==> config.mk <==
export PLATFORM = sky130hd
export DESIGN_NAME = output_pll_control_registers
export DESIGN_NICKNAME = d
export VERILOG_FILES = /design/src/logic/opll_ctrl_pkg.sv /design/src/logic/fb_divide_check.sv /design/src/logic/output_pll_control_registers.sv /design/src/logic/pin_sync.sv
export SDC_FILE = /design/constraint.sdc
export NUM_CORES = 1
export LEC_CHECK = 0
export BUFFER_PORTS_ARGS = -buffer_cell sky130_fd_sc_hd__buf_4
export CAP_MARGIN = 20
export CORE_ASPECT_RATIO = 1.25
export CORE_MARGIN = 2
export CORE_UTILIZATION = 50
export CTS_CLUSTER_DIAMETER = 100
export DETAILED_ROUTE_END_ITERATION = 7
export GPL_TIMING_DRIVEN = 0
export PLACE_DENSITY = 0.76
export SETUP_SLACK_MARGIN = 0.3
export SYNTH_ARGS = -nofsm -noshare
export SYNTH_HDL_FRONTEND = slang
export SYNTH_SLANG_ARGS = --single-unit
==> constraint.sdc <==
create_clock -name clk -period 2 [get_ports clk]
set_input_delay 0.1 -clock clk [delete_from_list [all_inputs] [get_ports clk]]
set_output_delay 0.1 -clock clk [all_outputs]
set_load 0.1 [all_outputs]
==> src/logic/opll_ctrl_pkg.sv <==
// Constants for the output loop control register bank
package opll_ctrl_pkg;
   // Register port geometry
   localparam int ADDR_W = 12;
   localparam int DATA_W = 8;
   // Register offsets
   localparam logic [11:0] FB_DIV_ADDR = 12'h0f1;
   localparam logic [11:0] LOOP_CTRL_ADDR = 12'h0f2;
   localparam logic [11:0] OSC_CTRL_ADDR = 12'h0f3;
   // Feedback divider fields
   localparam int FB_A_HI = 7;
   localparam int FB_A_LO = 6;
   localparam int FB_B_HI = 5;
   localparam int FB_B_LO = 0;
   // Loop control fields
   localparam int LC_LD_PD = 7;
   localparam int LC_RSVD = 6;
   localparam int LC_DOUBLER = 5;
   localparam int LC_ABL_OVR = 4;
   localparam int LC_ABL_HI = 3;
   localparam int LC_ABL_LO = 2;
   localparam int LC_PUMP_HI = 1;
   localparam int LC_PUMP_LO = 0;
   // Oscillator control fields
   localparam int OC_FORCE_SYNC = 4;
   localparam int OC_REF_VALID = 3;
   localparam int OC_MIDSCALE = 2;
   localparam int OC_CAL = 1;
   // Bits of the oscillator control register that hold state
   localparam logic [7:0] OC_USED_MASK = 8'h1e;
   // Reset values
   localparam logic [7:0] FB_DIV_RESET = 8'h07;
   localparam logic [7:0] LOOP_CTRL_RESET = 8'h0b;
   localparam logic [7:0] OSC_CTRL_RESET = 8'h00;
   // Antibacklash width codes
   localparam logic [1:0] ABL_MIN = 2'h0;
   localparam logic [1:0] ABL_LOW = 2'h1;
   localparam logic [1:0] ABL_HIGH = 2'h2;
   localparam logic [1:0] ABL_MAX = 2'h3;
   // Width used when the device picks the period itself
   localparam logic [1:0] ABL_AUTO = ABL_HIGH;
   // Charge pump mode codes
   localparam logic [1:0] PUMP_TRISTATE = 2'h0;
   localparam logic [1:0] PUMP_UP = 2'h1;
   localparam logic [1:0] PUMP_DOWN = 2'h2;
   localparam logic [1:0] PUMP_NORMAL = 2'h3;
   // Divider legality limits
   localparam logic [5:0] B_MIN = 6'h03;
   localparam logic [5:0] B_FREE = 6'h07;
   // Distribution sync states
   typedef enum logic [2:0] {
      SYNC_HOLD = 3'b001,
      SYNC_ALIGN = 3'b010,
      SYNC_RUN = 3'b100
   } sync_state_t;
   // Calibration states
   typedef enum logic [2:0] {
      CAL_IDLE = 3'b001,
      CAL_RUN = 3'b010,
      CAL_DONE = 3'b100
   } cal_state_t;
endpackage : opll_ctrl_pkg

==> src/logic/fb_divide_check.sv <==
// Feedback division value and legality of the A and B pair
`timescale 1ns/1ps
`default_nettype none
module fb_divide_check
   import opll_ctrl_pkg::*;
(
   input wire logic [7:0] divWord,
   output logic [7:0] divideValue,
   output logic divideLegal
);
   logic [1:0] aCount; // A count
   logic [5:0] bCount; // B count

   assign aCount = divWord[FB_A_HI:FB_A_LO];
   assign bCount = divWord[FB_B_HI:FB_B_LO];
   // Four times B plus A; max 255 so eight bits suffice
   assign divideValue = {bCount, 2'h0} + {6'h00, aCount};

   // Allowed pairs; flagged only, the word is still used as written
   always_comb begin
      case (bCount)
         B_MIN: divideLegal = (aCount == 2'h0);
         6'h04: divideLegal = (aCount <= 2'h1);
         6'h05, 6'h06: divideLegal = (aCount <= 2'h2);
         default: divideLegal = (bCount >= B_FREE);
      endcase
   end
endmodule : fb_divide_check
`default_nettype wire

==> src/logic/output_pll_control_registers.sv <==
// Output loop control register bank with sync release and calibration
`timescale 1ns/1ps
`default_nettype none
module output_pll_control_registers (
   input wire logic clk,
   input wire logic reset,
   // Register port from the serial control port
   input wire logic [opll_ctrl_pkg::ADDR_W-1:0] regAddr,
   input wire logic regWrite,
   input wire logic regRead,
   input wire logic [opll_ctrl_pkg::DATA_W-1:0] regWriteData,
   output logic [opll_ctrl_pkg::DATA_W-1:0] regReadData,
   // Indicators from the analogue side, asynchronous
   input wire logic loopLockPin,
   input wire logic refOscOkPin,
   input wire logic calDonePin,
   // Controls to the analogue side
   output logic [7:0] feedbackDivide,
   output logic divideLegal,
   output logic lockDetectPowerDown,
   output logic doublerEnable,
   output logic [1:0] antibacklashWidth,
   output logic [1:0] pumpMode,
   output logic refValid,
   output logic vcoMidscale,
   output logic distSyncHold,
   output logic distAlignPulse,
   output logic calStartPulse,
   output logic calReset,
   output logic calBusy
);
   import opll_ctrl_pkg::*;

   logic [7:0] fbDivQ; // Feedback divider word
   logic [7:0] loopCtrlQ; // Loop control word
   logic [7:0] oscCtrlQ; // Oscillator control word
   logic lockSync; // Filtered lock indicator
   logic refOkSync; // Filtered reference oscillator indicator
   logic calDoneSync; // Filtered calibration done
   logic [7:0] divValueD; // Combinational division value
   logic divLegalD; // Combinational legality
   logic lockSeen; // Lock usable: detector powered and locked
   logic calBitPrevQ; // Calibration bit one cycle earlier
   sync_state_t syncStateQ; // Distribution sync state
   cal_state_t calStateQ; // Calibration state
   logic wrFb; // Write strobe for divider word
   logic wrLoop; // Write strobe for loop control
   logic wrOsc; // Write strobe for oscillator control

   // Address decode
   assign wrFb = regWrite && (regAddr == FB_DIV_ADDR);
   assign wrLoop = regWrite && (regAddr == LOOP_CTRL_ADDR);
   assign wrOsc = regWrite && (regAddr == OSC_CTRL_ADDR);

   // Pin synchronisers
   pin_sync lockSyncU (
      .clk(clk),
      .reset(reset),
      .pinIn(loopLockPin),
      .pinOut(lockSync)
   );
   pin_sync refOkSyncU (
      .clk(clk),
      .reset(reset),
      .pinIn(refOscOkPin),
      .pinOut(refOkSync)
   );
   pin_sync calDoneSyncU (
      .clk(clk),
      .reset(reset),
      .pinIn(calDonePin),
      .pinOut(calDoneSync)
   );

   // Division value and legality
   fb_divide_check divCheckU (
      .divWord(fbDivQ),
      .divideValue(divValueD),
      .divideLegal(divLegalD)
   );

   // Divider word storage
   always_ff @(posedge clk or posedge reset) begin
      if (reset) begin
         fbDivQ <= FB_DIV_RESET;
      end else if (wrFb) begin
         fbDivQ <= regWriteData;
      end
   end

   // Loop control storage; reserved bit stored as written
   always_ff @(posedge clk or posedge reset) begin
      if (reset) begin
         loopCtrlQ <= LOOP_CTRL_RESET;
      end else if (wrLoop) begin
         loopCtrlQ <= regWriteData;
      end
   end

   // Oscillator control storage; reserved bits never held
   always_ff @(posedge clk or posedge reset) begin
      if (reset) begin
         oscCtrlQ <= OSC_CTRL_RESET;
      end else if (wrOsc) begin
         oscCtrlQ <= regWriteData & OC_USED_MASK;
      end
   end

   // Read port; unmapped offsets read zero
   always_ff @(posedge clk or posedge reset) begin
      if (reset) begin
         regReadData <= 8'h00;
      end else if (regRead) begin
         case (regAddr)
            FB_DIV_ADDR: regReadData <= fbDivQ;
            LOOP_CTRL_ADDR: regReadData <= loopCtrlQ;
            OSC_CTRL_ADDR: regReadData <= oscCtrlQ;
            default: regReadData <= 8'h00;
         endcase
      end
   end

   // Divider outputs, registered one cycle after the word
   always_ff @(posedge clk or posedge reset) begin
      if (reset) begin
         feedbackDivide <= 8'h00;
         divideLegal <= 1'b0;
      end else begin
         feedbackDivide <= divValueD;
         divideLegal <= divLegalD;
      end
   end

   // Loop control outputs
   always_ff @(posedge clk or posedge reset) begin
      if (reset) begin
         lockDetectPowerDown <= 1'b0;
         doublerEnable <= 1'b0;
         antibacklashWidth <= ABL_AUTO;
         pumpMode <= PUMP_NORMAL;
      end else begin
         lockDetectPowerDown <= loopCtrlQ[LC_LD_PD];
         doublerEnable <= loopCtrlQ[LC_DOUBLER];
         // Programmed width only counts under override
         if (loopCtrlQ[LC_ABL_OVR]) begin
            antibacklashWidth <= loopCtrlQ[LC_ABL_HI:LC_ABL_LO];
         end else begin
            antibacklashWidth <= ABL_AUTO;
         end
         pumpMode <= loopCtrlQ[LC_PUMP_HI:LC_PUMP_LO];
      end
   end

   // Oscillator control outputs
   always_ff @(posedge clk or posedge reset) begin
      if (reset) begin
         refValid <= 1'b0;
         vcoMidscale <= 1'b0;
      end else begin
         refValid <= refOkSync || oscCtrlQ[OC_REF_VALID];
         vcoMidscale <= oscCtrlQ[OC_MIDSCALE];
      end
   end

   // A powered-down detector cannot report lock
   assign lockSeen = lockSync && !loopCtrlQ[LC_LD_PD];

   // Distribution sync: hold, one align pulse, then run.
   // Once released it stays released; a later loss of lock
   // does not re-freeze outputs that are already aligned.
   always_ff @(posedge clk or posedge reset) begin
      if (reset) begin
         syncStateQ <= SYNC_HOLD;
      end else begin
         case (syncStateQ)
            SYNC_HOLD: begin
               if (lockSeen || oscCtrlQ[OC_FORCE_SYNC]) begin
                  syncStateQ <= SYNC_ALIGN;
               end
            end
            SYNC_ALIGN: syncStateQ <= SYNC_RUN;
            SYNC_RUN: syncStateQ <= SYNC_RUN;
            default: syncStateQ <= SYNC_HOLD;
         endcase
      end
   end

   // Sync outputs follow the state one cycle later
   always_ff @(posedge clk or posedge reset) begin
      if (reset) begin
         distSyncHold <= 1'b1;
         distAlignPulse <= 1'b0;
      end else begin
         distSyncHold <= (syncStateQ != SYNC_RUN);
         distAlignPulse <= (syncStateQ == SYNC_ALIGN);
      end
   end

   // Edge memory of the calibration bit
   always_ff @(posedge clk or posedge reset) begin
      if (reset) begin
         calBitPrevQ <= 1'b0;
      end else begin
         calBitPrevQ <= oscCtrlQ[OC_CAL];
      end
   end

   // Calibration: start on a rising bit, zero returns to idle.
   // The bit never clears itself, so a rerun needs 0 then 1.
   always_ff @(posedge clk or posedge reset) begin
      if (reset) begin
         calStateQ <= CAL_IDLE;
      end else if (!oscCtrlQ[OC_CAL]) begin
         calStateQ <= CAL_IDLE;
      end else begin
         case (calStateQ)
            CAL_IDLE: begin
               if (!calBitPrevQ) begin
                  calStateQ <= CAL_RUN;
               end
            end
            CAL_RUN: begin
               if (calDoneSync) begin
                  calStateQ <= CAL_DONE;
               end
            end
            CAL_DONE: calStateQ <= CAL_DONE;
            default: calStateQ <= CAL_IDLE;
         endcase
      end
   end

   // Calibration outputs
   always_ff @(posedge clk or posedge reset) begin
      if (reset) begin
         calStartPulse <= 1'b0;
         calReset <= 1'b1;
         calBusy <= 1'b0;
      end else begin
         calStartPulse <= oscCtrlQ[OC_CAL] && !calBitPrevQ;
         calReset <= !oscCtrlQ[OC_CAL];
         calBusy <= (calStateQ == CAL_RUN);
      end
   end
endmodule : output_pll_control_registers
`default_nettype wire

==> src/logic/pin_sync.sv <==
// Three-stage input synchroniser with agreement filter
`timescale 1ns/1ps
`default_nettype none
module pin_sync (
   input wire logic clk,
   input wire logic reset,
   input wire logic pinIn,
   output logic pinOut
);
   logic s1Q; // First stage, read by s2Q only
   logic s2Q; // Second stage
   logic s3Q; // Third stage

   // Shift chain; metastability settles in the first stage
   always_ff @(posedge clk or posedge reset) begin
      if (reset) begin
         s1Q <= 1'b0;
         s2Q <= 1'b0;
         s3Q <= 1'b0;
      end else begin
         s1Q <= pinIn;
         s2Q <= s1Q;
         s3Q <= s2Q;
      end
   end

   // Accept a change only once two stages agree
   always_ff @(posedge clk or posedge reset) begin
      if (reset) begin
         pinOut <= 1'b0;
      end else if (s2Q == s3Q) begin
         pinOut <= s3Q;
      end
   end
endmodule : pin_sync
`default_nettype wire

==> flow_summary.ini <==
[run_status]
status = finished with violations
violations = negative hold slack

[clock_tree]
root_buffer = clkbuf_8
cts_htree_levels = 3
clkTransAtPathRegs_ns = 0.07
cts_tree = done
cts_max_path_buffers = 2
clock_latency_ns = 0.34
cts_inserted_buffers = 9
cts_sinks = 69

[setup_path]
slowest_delay_ns = 0.52
rrSetupSlack_ns = 0.91
timing.critical_path.buf_inv = 1
setup.worst_path.start_class = flip-flop
endpoint_kind = output port
required_ns = 1.90
reg2reg_depth = 3
path_class = flip-flop to output port
path_cells = buf_4
crit_arrival_ns = 1.15
critPathMaxFanout = 1
r2r-start = oscCtrlQ[1]
slowest_stage = dfstp_2
critPathTopFamily = flip-flops
worstReg2RegEnd = regReadData[1]

[pwr]
combPwrFrac = 0.097
sw_frac_of_total = 0.246
p_int_mw = 2.11
pwr_density_cell_nw_per_um2 = 853
pwr-share-seq = 0.532
ir_worst_vdd_uv = 518
clkPwrFrac = 0.371
leakagePower_nw = 1.57
switching_power_uw = 689

[job]
cap_violations = 0

[die]
io_pins = 57
die_h_um = 83.8
initial_core_util = 0.509
core_um2 = 5010
fp-row-count = 29
die_w_um = 67.9
die_area_um2 = 5690

[place]
placed_cells = 291
dp_hpwl_um = 3190
place.gp.congestion = 0.737
place_area_um2 = 3050
port_buffers = 53

[drt]
wl_per_cell_um = 15.3
routed_wirelength_um = 4770
vias = 1644
ant_nets = 0
drt_iter0_markers = 157
drc = 0
vias_per_cell = 5.27
firstDrtPassIters = 4

[worst_hold_path]
hold_end = loopCtrlQ[6]
min_path_cells = 2
hp-start = regWriteData[6]
min_path_type = input pin to flip-flop

[global_route]
grt_pass1_vias = 1685
grt_overflow = 0
grtUsageTotal = 0.190
grt_first_pass_wirelength_um = 7900
grt_max_degree = 42
antenna_found_initial = 0

[finish]
finalNetCount = 272
num_antenna_cells = 0
drive_gt1_frac = 0.448
fin_area_um2 = 3280
utilization = 0.655
fillers = 383
layout.cells.non_filler = 312
area_growth_pct = 28.7

[sta]
fin_tns_setup_ns = 0
holdWs_ns = -0.00317
max_freq_ghz = 0.803
period_minus_slack_ns = 1.25
skew_ns = 0.00654
drv_slew = 0
worstMarginPinSlew_ns = 0.620
relSlewSlack = 0.586
hold_violations = 2
rsz0062_at_grt = false
period_share = 0.623
finalSetupViolCount = 0

[logic_synthesis]
ys.warnings.count = 0
synth-seq-area-share = 0.684
syn-num-nets = 202
synthCells = 175
avgSynthCellArea_um2 = 14.6
yosysUniqueCellTypes = 32
synth_area_um2 = 2550
ys_ff_latch = 69
[placed cells by master (no fill, tap or decap), types with 2 or more instances in the layout]
cell	synthesis	final
o22ai_1	8	8
dfstp_2	13	13
dfrtp_1	56	56
and4_1	2	2
a22oi_1	8	8
nor2b_1	6	6
a21oi_1	4	4
buf_4	2	55
inv_1	14	13
nor2_1	4	4
clkbuf_1	3	6
nand4_1	3	3
nand2_1	3	3
dlygate4sd3_1	0	5
mux2_2	24	24
nor3_1	4	4
maj3_1	3	3
nand2b_1	3	3
clkbuf_8	0	12
[Yosys cell counts]
master    instances  area (um2)
dfrtp_1          56        1400
mux2_2           24         270
inv_1            14        52.6
dfstp_2          13         342
a22oi_1           8        60.1
o22ai_1           8        50.1
nor2b_1           6        37.5
a21oi_1           4        20.0
nor2_1            4        15.0
nor3_1            4        20.0
clkbuf_1          3        11.3
maj3_1            3        30.0
nand2_1           3        11.3
nand2b_1          3        18.8
nand4_1           3        18.8
and4_1            2        17.5
buf_4             2        15.0
and2_1            1        6.26
buf_6             1        11.3
mux2i_1           1        10.0
nand4_2           1        12.5
nor3b_1           1        7.51
nor4_4            1        21.3
nor4b_1           1        8.76
nor4b_4           1        23.8
nor4bb_1          1        10.0
o21a_1            1        7.51
o21ai_0           1        5.00
o221ai_1          1        8.76
o311a_1           1        10.0
o311ai_0          1        8.76
or2_2             1        6.26
[what timing repair did]
action	in CTS	in global routing
resized for setup	0	0
setup buffers	0	0
endpoints found under the hold margin	28	0
hold buffers	5	0
[final cells by class]
type,instances,area [um2],share of cell area
plain buffers,6,37.5,0.0114
clock buffers,15,176,0.0538
clock inverters,1,5.00,0.00153
inverters,14,56.3,0.0172
multi-input cells,86,716,0.218
flip-flops and latches,69,1740,0.531
well taps,62,77.6,0.0237
repair buffers,59,468,0.143
[state kept, by name, indices dropped and copies added, names as in the netlist, 2 cells and up]
register,cells
syncStateQ,3
oscCtrlQ,4
antibacklashWidth,2
calStateQ,3
pumpMode,2
loopCtrlQ,8
feedbackDivide,8
fbDivQ,8
regReadData,8
[per-layer routing]
layer	vias up	part of all wire	global-route usage
met4	0	0.029	0.107
met3	11	0.049	0.0432
met1	825	0.42	0.240
met5	-	0	0
met2	54	0.50	0.296
li1	754	-	-
[stage by stage]
stage / setup WS (ns) / power, mW
CTS: 0.750 / 2.81
finish: 0.754 / 2.80
global route: 0.740 / 2.89
floorplan: 0.711 / 1.69
global placement: 0.516 / 1.77
detailed placement: 0.507 / 1.78
[how the worst max path moves through the flow]
stage | start | endpoint | depth (start not counted)
after floorplan | regAddr[0] | loopCtrlQ[2] | 5
after global placement | regAddr[9] | loopCtrlQ[6] | 5
after detailed placement | regAddr[9] | loopCtrlQ[6] | 5
after CTS | antibacklashWidth[1] | antibacklashWidth[1] | 1
after global routing | pumpMode[1] | pumpMode[1] | 1
final | antibacklashWidth[1] | antibacklashWidth[1] | 1
[power by group through the flow]
| stage | registers [mW] | clock network [mW] | logic [mW] |
|---|---|---|---|
| floorplan | 1.59 | 0 | 0.0996 |
| global placement | 1.51 | 0 | 0.258 |
| detailed placement | 1.51 | 0 | 0.266 |
| CTS | 1.49 | 1.05 | 0.275 |
| global route | 1.49 | 1.10 | 0.295 |
| finish | 1.49 | 1.04 | 0.272 |
[cells by family after synthesis]
group,count (synthesis),share of synthesized area
compound gates,25,0.0668
flops,69,0.684
mux,25,0.110
buf+inv,20,0.0353
fa+ha+maj,3,0.0118
simple gates,33,0.0923
No activity file was read; power rests on OpenSTA's default activity.
